### src/core/dlcc_defs.vh
// constants for the link cross-coupling dma block
`ifndef DLCC_DEFS_VH
`define DLCC_DEFS_VH

// ==========================================
// register byte offsets
`define DLCC_OFF_CSR      4'h0
`define DLCC_OFF_BAR      4'h4
`define DLCC_OFF_WCR      4'h8
`define DLCC_OFF_DATA     4'hc

// ==========================================
// control/status field positions
`define DLCC_CSR_GO       0
`define DLCC_CSR_DIR      1
`define DLCC_CSR_ATTN_OUT 2
`define DLCC_CSR_BURST_IN 3
`define DLCC_CSR_READY    7
`define DLCC_CSR_CYCLE    8
`define DLCC_CSR_STAT_C   9
`define DLCC_CSR_STAT_B   10
`define DLCC_CSR_STAT_A   11
`define DLCC_CSR_ATTN     13
`define DLCC_CSR_LINK_EN  14

// ==========================================
// timing
`define DLCC_CLK_NS       10
`define DLCC_GO_PULSE_NS  100
`define DLCC_GO_PULSE_CYC ((`DLCC_GO_PULSE_NS + `DLCC_CLK_NS - 1) / `DLCC_CLK_NS)
`define DLCC_CYC_NS       200
`define DLCC_CYC_CYC      ((`DLCC_CYC_NS + `DLCC_CLK_NS - 1) / `DLCC_CLK_NS)

`endif

### src/core/dlcc_one_shot.v
// fixed-width pulse stretcher for the go strobe
`timescale 1ns/1ps
`default_nettype none
module dlcc_one_shot #(
	parameter WIDTH = 10
) (
	input  wire clk_i,
	input  wire rst_i,
	input  wire trig_i,
	output reg  pulse_o
);
	reg [7:0] cnt;
	always @(posedge clk_i) begin
		if (rst_i) begin
			cnt     <= 8'h00;
			pulse_o <= 1'b0;
		end else if (trig_i && cnt == 8'h00) begin
			cnt     <= WIDTH[7:0];
			pulse_o <= 1'b1;
		end else if (cnt != 8'h00) begin
			cnt     <= cnt - 8'h01;
			pulse_o <= (cnt != 8'h01);
		end
	end
endmodule
`default_nettype wire

### src/core/dlcc_edge_det.v
// rising and falling edge detector for link inputs
`timescale 1ns/1ps
`default_nettype none
module dlcc_edge_det (
	input  wire clk_i,
	input  wire rst_i,
	input  wire lvl_i,
	output wire rise_o,
	output wire fall_o
);
	reg prev;
	always @(posedge clk_i) begin
		if (rst_i) begin
			prev <= lvl_i;
		end else begin
			prev <= lvl_i;
		end
	end
	assign rise_o = lvl_i & ~prev;
	assign fall_o = ~lvl_i & prev;
endmodule
`default_nettype wire

### src/core/dlcc_link.v
// link-mode dma control block with wishbone register access
`timescale 1ns/1ps
`default_nettype none
`include "dlcc_defs.vh"
module dlcc_link #(
	parameter GO_PULSE_CYC = `DLCC_GO_PULSE_CYC,
	parameter CYC_CYC      = `DLCC_CYC_CYC
) (
	input  wire        clk_i,
	input  wire        rst_i,
	input  wire        cyc_i,
	input  wire        stb_i,
	input  wire        we_i,
	input  wire [3:0]  adr_i,
	input  wire [3:0]  sel_i,
	input  wire [31:0] dat_i,
	output reg  [31:0] dat_o,
	output reg         ack_o,
	input  wire        link_ready_report_disable_switch,
	input  wire        peer_func1_i,
	input  wire        peer_func2_i,
	input  wire        peer_func3_i,
	input  wire        peer_ready_i,
	input  wire        peer_power_ok_i,
	input  wire        cycle_request_primary_in,
	input  wire        dma_error_i,
	input  wire        mem_ack_i,
	input  wire [15:0] mem_rdata_i,
	input  wire [15:0] link_data_i,
	output reg         mem_req_o,
	output reg         mem_we_o,
	output reg  [15:0] mem_addr_o,
	output reg  [15:0] mem_wdata_o,
	output reg  [15:0] link_data_o,
	output wire        direction_control_out,
	output wire        peer_attention_out,
	output wire        peer_burst_inhibit_out,
	output reg         busy_o,
	output reg         ready_o,
	output wire        go_pulse_o,
	output reg         attn_o
);
	// ==========================================
	// state
	localparam ST_IDLE = 3'b001;
	localparam ST_MEM  = 3'b010;
	localparam ST_HOLD = 3'b100;

	reg [2:0]  state;
	reg [15:0] csr_fn;
	reg        link_en;
	reg        cycle_ff;
	reg [15:0] bar;
	reg [15:0] wcr;
	reg [7:0]  hold_cnt;
	wire       bus_req;
	wire       wr_csr;
	wire       go_wr;
	wire       cyc_wr;
	wire       attn_rise;
	wire       pwr_rise;
	wire       pwr_fall;
	wire       req_rise;

	assign bus_req = cyc_i & stb_i & ~ack_o;
	assign wr_csr  = bus_req & we_i & (adr_i == `DLCC_OFF_CSR) & sel_i[0];
	assign go_wr   = wr_csr & dat_i[`DLCC_CSR_GO];
	assign cyc_wr  = bus_req & we_i & (adr_i == `DLCC_OFF_CSR) & sel_i[1] & dat_i[`DLCC_CSR_CYCLE];

	// ==========================================
	// static function outputs
	assign direction_control_out  = csr_fn[`DLCC_CSR_DIR];
	assign peer_attention_out     = csr_fn[`DLCC_CSR_ATTN_OUT];
	assign peer_burst_inhibit_out = csr_fn[`DLCC_CSR_BURST_IN];

	// ==========================================
	// go one-shot and edge detectors
	dlcc_one_shot #(.WIDTH(GO_PULSE_CYC)) u_go (
		.clk_i   (clk_i),
		.rst_i   (rst_i),
		.trig_i  (go_wr),
		.pulse_o (go_pulse_o)
	);

	dlcc_edge_det u_attn (
		.clk_i  (clk_i),
		.rst_i  (rst_i),
		.lvl_i  (peer_func2_i),
		.rise_o (attn_rise),
		.fall_o ()
	);

	dlcc_edge_det u_pwr (
		.clk_i  (clk_i),
		.rst_i  (rst_i),
		.lvl_i  (peer_power_ok_i),
		.rise_o (pwr_rise),
		.fall_o (pwr_fall)
	);

	dlcc_edge_det u_req (
		.clk_i  (clk_i),
		.rst_i  (rst_i),
		.lvl_i  (cycle_request_primary_in),
		.rise_o (req_rise),
		.fall_o ()
	);

	// ==========================================
	// register writes and attention flag
	always @(posedge clk_i) begin
		if (rst_i) begin
			csr_fn  <= 16'h0000;
			link_en <= 1'b0;
			attn_o  <= 1'b0;
			bar     <= 16'h0000;
		end else begin
			if (wr_csr) begin
				csr_fn  <= {12'h000, dat_i[3:1], 1'b0};
				link_en <= sel_i[1] ? dat_i[`DLCC_CSR_LINK_EN] : link_en;
			end
			if (bus_req & we_i & (adr_i == `DLCC_OFF_BAR) & sel_i[0])
				bar <= dat_i[15:0];
			else if (state == ST_HOLD && hold_cnt == 8'h01)
				bar <= bar + 16'h0002;
			// set wins over clear
			if (attn_rise | pwr_rise | pwr_fall)
				attn_o <= 1'b1;
			else if (wr_csr & dat_i[`DLCC_CSR_ATTN])
				attn_o <= 1'b0;
		end
	end

	// ==========================================
	// ready, cycle and dma sequencing
	always @(posedge clk_i) begin
		if (rst_i) begin
			state       <= ST_IDLE;
			ready_o     <= 1'b1;
			cycle_ff    <= 1'b0;
			busy_o      <= 1'b0;
			wcr         <= 16'h0000;
			hold_cnt    <= 8'h00;
			mem_req_o   <= 1'b0;
			mem_we_o    <= 1'b0;
			mem_addr_o  <= 16'h0000;
			mem_wdata_o <= 16'h0000;
			link_data_o <= 16'h0000;
		end else begin
			if (bus_req & we_i & (adr_i == `DLCC_OFF_WCR) & sel_i[0])
				wcr <= dat_i[15:0];
			if (go_wr)
				ready_o <= 1'b0;
			if (cyc_wr & (~ready_o | go_wr))
				cycle_ff <= 1'b1;
			else if (req_rise & ~ready_o)
				cycle_ff <= 1'b1;
			case (state)
				ST_IDLE: begin
					if (cycle_ff & ~ready_o) begin
						cycle_ff   <= 1'b0;
						busy_o     <= 1'b1;
						mem_req_o  <= 1'b1;
						mem_we_o   <= csr_fn[`DLCC_CSR_DIR];
						mem_addr_o <= bar;
						mem_wdata_o <= link_data_i;
						state      <= ST_MEM;
					end
				end
				ST_MEM: begin
					if (mem_ack_i | dma_error_i) begin
						mem_req_o <= 1'b0;
						if (~mem_we_o)
							link_data_o <= mem_rdata_i;
						hold_cnt  <= CYC_CYC[7:0];
						state     <= ST_HOLD;
						if (dma_error_i)
							ready_o <= 1'b1;
					end
				end
				ST_HOLD: begin
					if (hold_cnt == 8'h01) begin
						busy_o <= 1'b0;
						wcr    <= wcr + 16'h0001;
						if (wcr == 16'hffff)
							ready_o <= 1'b1;
						state  <= ST_IDLE;
					end
					hold_cnt <= hold_cnt - 8'h01;
				end
				default: state <= ST_IDLE;
			endcase
			if (~ready_o & peer_func2_i & ~busy_o)
				ready_o <= 1'b1;
		end
	end

	// ==========================================
	// wishbone read and ack
	always @(posedge clk_i) begin
		if (rst_i) begin
			ack_o <= 1'b0;
			dat_o <= 32'h00000000;
		end else begin
			ack_o <= bus_req;
			if (bus_req & ~we_i) begin
				case (adr_i)
					`DLCC_OFF_CSR: dat_o <= {16'h0000, 1'b0, link_en, attn_o, 1'b0,
						link_en & peer_func3_i,
						link_en & peer_func2_i,
						link_en & peer_func1_i,
						cycle_ff, ready_o, 3'b000, csr_fn[3:1], 1'b0};
					`DLCC_OFF_BAR: dat_o <= {16'h0000, bar[15:1],
						link_en & ~link_ready_report_disable_switch & peer_ready_i};
					`DLCC_OFF_WCR: dat_o <= {16'h0000, wcr};
					`DLCC_OFF_DATA: dat_o <= {16'h0000, link_data_i};
					default: dat_o <= 32'h00000000;
				endcase
			end
		end
	end
endmodule
`default_nettype wire

### config.mk
export PLATFORM = sky130hd
export DESIGN_NAME = dlcc_link
export DESIGN_NICKNAME = d
export VERILOG_FILES = /design/src/core/dlcc_one_shot.v /design/src/core/dlcc_edge_det.v /design/src/core/dlcc_link.v
export VERILOG_INCLUDE_DIRS = /design/src /design/src/core
export SDC_FILE = /design/constraint.sdc
export NUM_CORES = 1
export LEC_CHECK = 0
export BUFFER_PORTS_ARGS = -buffer_cell sky130_fd_sc_hd__buf_2
export CORE_MARGIN = 5
export CORE_UTILIZATION = 50
export CTS_CLUSTER_SIZE = 16
export DETAILED_ROUTE_END_ITERATION = 16
export HOLD_SLACK_MARGIN = 0.02
export PLACE_DENSITY = 0.78
export SETUP_SLACK_MARGIN = 0.05
export SLEW_MARGIN = 20
export SYNTH_ARGS = -nofsm -noshare
export SYNTH_HDL_FRONTEND = slang
export SYNTH_SLANG_ARGS = --single-unit
### constraint.sdc
create_clock -name clk_i -period 6 [get_ports clk_i]
set_input_delay 1.8 -clock clk_i [delete_from_list [all_inputs] [get_ports clk_i]]
set_output_delay 1.8 -clock clk_i [all_outputs]
set_load 0.02 [all_outputs]
==> results of run 1 <==
## placed cells by master (no fill, tap or decap), types with 5 or more instances in the layout
| master | n |
|---|---|
| buf_2 | 140 |
| nand2_1 | 133 |
| dfxtp_1 | 130 |
| a21oi_1 | 75 |
| nor2_1 | 58 |
| o21ai_0 | 24 |
| nand3_1 | 22 |
| a211oi_1 | 19 |
| clkbuf_16 | 17 |
| conb_1 | 16 |
| xor2_1 | 13 |
| a221oi_1 | 12 |
| nor3_1 | 10 |
| inv_1 | 9 |
| xnor2_1 | 9 |
| a22o_1 | 9 |
| nor4_1 | 8 |
| nand4_1 | 8 |
| and3_1 | 8 |
| buf_4 | 8 |
| ha_1 | 7 |
| nand2b_1 | 6 |
| a31oi_1 | 6 |
| mux2i_1 | 6 |
| a222oi_1 | 6 |
| nor3b_1 | 5 |
## cell usage after synthesis, types with 2 or more instances
cell type,n
a2111oi_0,2
a211oi_1,19
a21o_1,4
a21oi_1,75
a221oi_1,12
a222oi_1,6
a22o_1,9
a22oi_1,3
a2bb2oi_1,2
a311oi_1,4
a31oi_1,6
and2_1,4
and3_1,8
buf_2,2
buf_4,17
clkbuf_1,39
dfxtp_1,130
ha_1,7
inv_1,9
mux2i_1,6
nand2_1,133
nand2b_1,6
nand3_1,23
nand3b_1,4
nand4_1,8
nor2_1,58
nor3_1,11
nor3b_1,5
nor4_1,8
nor4b_1,2
o21ai_0,24
o31a_1,2
or2_2,2
or3_1,2
or3b_2,2
or4_1,3
xnor2_1,9
xor2_1,13
## worst max path at each step
stage,endpoint,startpoint,cells past startpoint
6_report,wcr[13],adr_i[1],7
5_1_grt,wcr[13],adr_i[1],7
4_1_cts,wcr[13],adr_i[1],7
3_5_place_dp,wcr[13],adr_i[1],7
3_3_place_gp,wcr[6],adr_i[1],7
2_1_floorplan,wcr[13],adr_i[1],7
## cell type report
class	count	area [µm²]
multi-input cells	513	2887
clock inverters	14	201.4
clock buffers	18	429.2
inverters	9	33.78
flip-flops and latches	130	2603
fillers	991	4228
repair buffers	148	760.7
well taps	143	178.9
## metal layers
| metal | wire [µm] | vias to the layer above |
|---|---|---|
| li1 | - | 2689 |
| met1 | 6882 | 2635 |
| met2 | 8427 | 312 |
| met3 | 1713 | 57 |
| met4 | 767 | 0 |
| met5 | 0 | - |
## power breakdown
| part | internal (µW) | switching, µW | total (µW) |
|---|---|---|---|
| clock network | 701 | 400 | 1100 |
| registers | 889 | 21.3 | 910 |
| logic | 79.9 | 127 | 207 |
| total | 1670 | 549 | 2220 |
## tightest hold or removal path: stages, from the launching register on
cell and delay [ns]:
dfxtp_1 0.30, nand2_1 0.05, a21oi_1 0.05
## cells by family (layout without fill, tap and decap cells)
logic type | count (synthesis) | in the layout | share of synthesized area
AOI/OAI and AO/OA | 176 | 176 | 0.1967
muxes | 7 | 7 | 0.01242
DFF | 130 | 130 | 0.4531
buffers and inverters | 68 | 189 | 0.05729
other | 1 | 16 | 0.0006528
adders and majority gates | 7 | 7 | 0.01525
and+or+nand+nor | 285 | 285 | 0.2311
xor gates and xnor gates | 22 | 22 | 0.03354
## per-stage QoR
step           hold WS, ns  utilization  setup WS (ns)  std cells
6_report            0.4552       0.6265          2.382        975
5_1_grt             0.4738       0.6265          2.293        975
4_1_cts             0.4545       0.6260          2.427        975
3_5_place_dp        0.4435       0.5703          1.999        943
3_3_place_gp        0.4302       0.5703          2.127        943
2_1_floorplan       0.4316            -          2.464        711
## sequential cells by signal (all words and copies together) (netlist names)
register,flops
ready_o,1
csr_fn,3
link_data_o,16
u_pwr.prev,1
mem_req_o,1
ack_o,1
busy_o,1
attn_o,1
u_go.pulse_o,1
u_attn.prev,1
cycle_ff,1
link_en,1
hold_cnt,8
mem_we_o,1
mem_addr_o,16
state,3
u_req.prev,1
wcr,16
u_go.cnt,8
dat_o,16
bar,16
mem_wdata_o,16
==> results.json, run 1 <==
{
  "synth-main-ff-cell": "dfxtp_1",
  "fin_nets": 912,
  "drt_iter0_drc": 525,
  "rsz0062_at_grt": "no",
  "fin_area_mm2": 0.007093,
  "die_w_um": 117.2,
  "synth_top_area_frac": 0.4531,
  "hold_end": "mem_wdata_o[4]",
  "grt_first_pass_wirelength_um": 27010,
  "hold_viol": 0,
  "synthTopCellsByArea": "dfxtp_1 (45%), nand2_1 (8.7%), a21oi_1 (6.5%)",
  "clock_path_buffers": 2,
  "drv_slew": 0,
  "critPathSlowestCell": "and2_1",
  "tightest_slew_ns": 1.031,
  "min_path_type": "flop to flop",
  "cts.sinks": 130,
  "async_flop_share": 0,
  "routed_wl_um": 17790,
  "slowest_delay_ns": 0.49,
  "crit_arrival_ns": 3.90,
  "routedWlPerCell_um": 18.25,
  "place_congestion": 0.9366,
  "hold_buffers": 0,
  "use_met3": 0.05039,
  "slew_headroom": 0.3063,
  "r2r_slack_ns": 3.25,
  "clk_pin_slew_ns": 0.06,
  "period_share": 0.6030,
  "root_buffer": "clkbuf_16",
  "finClkSkew_ns": 0.01294,
  "pin_count": 176,
  "grt_pass1_vias": 5413,
  "syn_area_mm2": 0.005744,
  "initial_core_util": 0.5074,
  "cp_cell_sequence": "buf_2 -> nor4b_2 -> buf_4 -> and3_1 -> and2_1 -> a311oi_1 -> a2111oi_0",
  "startpoint_type": "input pin",
  "antenna_found_initial": 0,
  "globalRoute.busiestLayer": "met2",
  "cp_num_buf_inv": 2,
  "synth-seq-area-share": 0.4531,
  "hold_depth": 2,
  "status": "complete, no violations",
  "cts_tree": "built",
  "globalRouteOverflowTotal": 0,
  "yosys_warnings": 0,
  "max_freq_ghz": 0.2764,
  "cts_resized": 0,
  "max-vdd-ir-drop_uv": 158.9,
  "reg2regPathDepth": 7,
  "r2r-start": "hold_cnt[1]",
  "yosysUniqueCellTypes": 55,
  "placed_cell_area_mm2": 0.006456,
  "p_per_area_mw_per_mm2": 312.8,
  "p_leak_uw": 0.002889,
  "num_rows": 39,
  "synth.avg_cell_area_um2": 8.253,
  "core_mm2": 0.01132,
  "dpl.hpwl_um": 12790,
  "r2r_end": "wcr[13]",
  "clock_latency_ns": 0.42,
  "power.total_uw": 2218,
  "die-area_mm2": 0.01373,
  "min-delay-start": "mem_wdata_o[4]",
  "vias": 5693,
  "synth_edf_count": 0,
  "grt_max_degree": 79,
  "port_buffers": 141,
  "critPathRequiredTime_ns": 6.28,
  "finalSetupTns_ns": 0,
  "worstSetupPathType": "input pin to flop",
  "cp_top_family": "simple AND/OR/NAND/NOR gates",
  "area_delta_synth_final_pct": 23.48,
  "setup_viol": 0,
  "cp_max_fo": 17,
  "drive_gt1_frac": 0.2332,
  "worstSetupEndpointType": "flop",
  "drc": 0,
  "drt-vias-per-instance": 5.839,
  "diodes": 0,
  "grt_usage": 0.2543,
  "fin_crit_ns": 3.618,
  "met2_usage": 0.4223,
  "drtAntennaViolNets": 0,
  "die_y_um": 117.2,
  "postCtsSetupBuffers": 0,
  "firstDrtPassIters": 9,
  "numCtsBuffers": 17,
  "yosysTopAreaCell": "dfxtp_1",
  "maxCapViolCount": 0,
  "ys_ff_latch": 130,
  "netlist_instances": 696,
  "cts_htree_levels": 4,
  "grt_util_met1": 0.3128
}
No activity file was read; power rests on OpenSTA's default activity.
==> run 2, diff against run 1 <==
- CORE_UTILIZATION: 50 -> 46
- PLACE_DENSITY: 0.78 -> 0.76
- clock period: 6 -> 3.1 ns (I/O delays scaled with it)
==> results.json, run 2 (same netlist as run 1, synthesis figures left out) <==
{
  "vias": 5538,
  "worstSetupEndpointType": "flop",
  "drt-vias-per-instance": 5.505,
  "max_freq_ghz": 0.3932,
  "worstSetupPathType": "flop to flop",
  "endpoint": "wcr[13]",
  "max-vdd-ir-drop_uv": 568.3,
  "die-area_mm2": 0.01482,
  "top_layer": "met4",
  "clk_pin_slew_ns": 0.06,
  "antenna_found_initial": 0,
  "final_cell_mix": "buf_2 (140), nand2_1 (133), dfxtp_1 (130), a21oi_1 (75), nor2_1 (58)",
  "fin_crit_ns": 2.543,
  "cts_tree": "built",
  "wl_met1_um": 7184,
  "place_congestion": 0.9280,
  "drive_gt1_frac": 0.2363,
  "cts_resized": 0,
  "cp_max_fo": 21,
  "cts_htree_levels": 4,
  "numCtsBuffers": 17,
  "dpl.hpwl_um": 12280,
  "fin_nets": 918,
  "r2r-start": "hold_cnt[1]",
  "area_delta_synth_final_pct": 23.57,
  "p_leak_uw": 0.002876,
  "globalRouteOverflowTotal": 0,
  "placed_cell_area_mm2": 0.006551,
  "diodes": 0,
  "p_per_area_mw_per_mm2": 561.1,
  "crit_arrival_ns": 2.84,
  "grt_pass1_vias": 5152,
  "firstDrtPassIters": 9,
  "port_buffers": 141,
  "drc": 0,
  "status": "complete, no violations",
  "clkPwrFrac": 0.461,
  "drtAntennaViolNets": 0,
  "clock_path_buffers": 2,
  "reg2regPathDepth": 7,
  "slew_headroom": 0.3003,
  "finClkSkew_ns": 0.01190,
  "clock_latency_ns": 0.42,
  "core_mm2": 0.01211,
  "routed_wl_um": 16900,
  "num_rows": 40,
  "drt_iter0_drc": 633,
  "die_y_um": 121.7,
  "pin_count": 176,
  "internal-power_uw": 2975,
  "p_sw_uw": 1008,
  "grt_usage": 0.2276,
  "root_buffer": "clkbuf_16",
  "met3_wirelength_um": 1514,
  "critPathRequiredTime_ns": 3.40,
  "min_path_type": "flop to flop",
  "final_common_cell": "buf_2",
  "hold_depth": 2,
  "grt_first_pass_wirelength_um": 26430,
  "tightest_slew_ns": 1.046,
  "p_sw_frac": 0.2531,
  "hold_buffers": 0,
  "drv_slew": 0,
  "min-delay-start": "mem_wdata_o[9]",
  "seq_power_share": 0.441,
  "finalSetupTns_ns": 0,
  "routedWlPerCell_um": 16.80,
  "crit_start": "hold_cnt[1]",
  "p_comb_frac": 0.098,
  "fin_area_mm2": 0.007098,
  "cts.sinks": 130,
  "r2r_end": "wcr[13]",
  "postCtsSetupBuffers": 0,
  "rsz0062_at_grt": "no",
  "die_w_um": 121.7,
  "grt_max_degree": 95,
  "startpoint_type": "flop",
  "maxCapViolCount": 0,
  "r2r_slack_ns": 0.56,
  "wl_met2_um": 7722,
  "setup_viol": 0,
  "period_share": 0.8205,
  "initial_core_util": 0.4743,
  "hold_viol": 0
}
run 2: cell types whose count changed in the layout (fill, tap and decap cells not counted), moves of 3 or more:
cell | previous run | this run
bufinv_16 | 4 | 1
clkinvlp_4 | 2 | 5
buf_4 | 8 | 13
inv_6 | 4 | 1
clkinv_2 | 1 | 4
run 2: worst min-delay path by stage:
stage | end | slack [ns]
3_5_place_dp | dat_o[3] | 0.44
2_1_floorplan | mem_addr_o[0] | 0.43
3_3_place_gp | dat_o[7] | 0.43
4_1_cts | link_data_o[13] | 0.45
5_1_grt | mem_wdata_o[15] | 0.47
6_report | mem_wdata_o[9] | 0.45
run 2: through the flow:
stage | setup WS, ns | total power (µW) | hold WS [ns] | cells | util
6_report | 0.5566 | 3982 | 0.4486 | 1006 | 0.5861
5_1_grt | 0.3737 | 4151 | 0.4708 | 1006 | 0.5861
4_1_cts | 0.5848 | 4017 | 0.4516 | 1006 | 0.5861
3_5_place_dp | 0.5712 | 2179 | 0.4401 | 974 | 0.5409
3_3_place_gp | 0.5666 | 2179 | 0.4316 | 974 | 0.5409
2_1_floorplan | 0.4343 | 2067 | 0.4316 | 711 | -
run 2: power by group through the flow:
stage	Clock (µW)	Sequential (µW)	Combinational [µW]
after floorplan	0	1800	272
after global routing	1950	1760	439
after CTS	1870	1760	391
final	1830	1760	390
after global placement	0	1790	385
after detailed placement	0	1790	386
run 2: layer usage:
metal,GRT usage,up-vias
li1,-,2699
met1,0.3009,2521
met2,0.3550,280
met3,0.06267,38
met4,0.08683,0
met5,0,-
run 2: area by class of cell:
cell class / instances / area [µm²]
clock buffer: 19 / 432.9
clock inverter: 13 / 113.9
fill: 1107 / 5014
inverter: 9 / 33.78
multi-input combinational: 513 / 2887
sequential: 130 / 2603
tap: 168 / 210.2
timing repair buffer: 154 / 818.3
run 2: critical path, stage by stage (launching register included):
cell       delay, ns
dfxtp_1         0.31
inv_1           0.10
ha_1            0.14
or3b_2          0.51
or3_4           0.53
nor4_4          0.34
a311oi_1        0.13
a2111oi_0       0.36
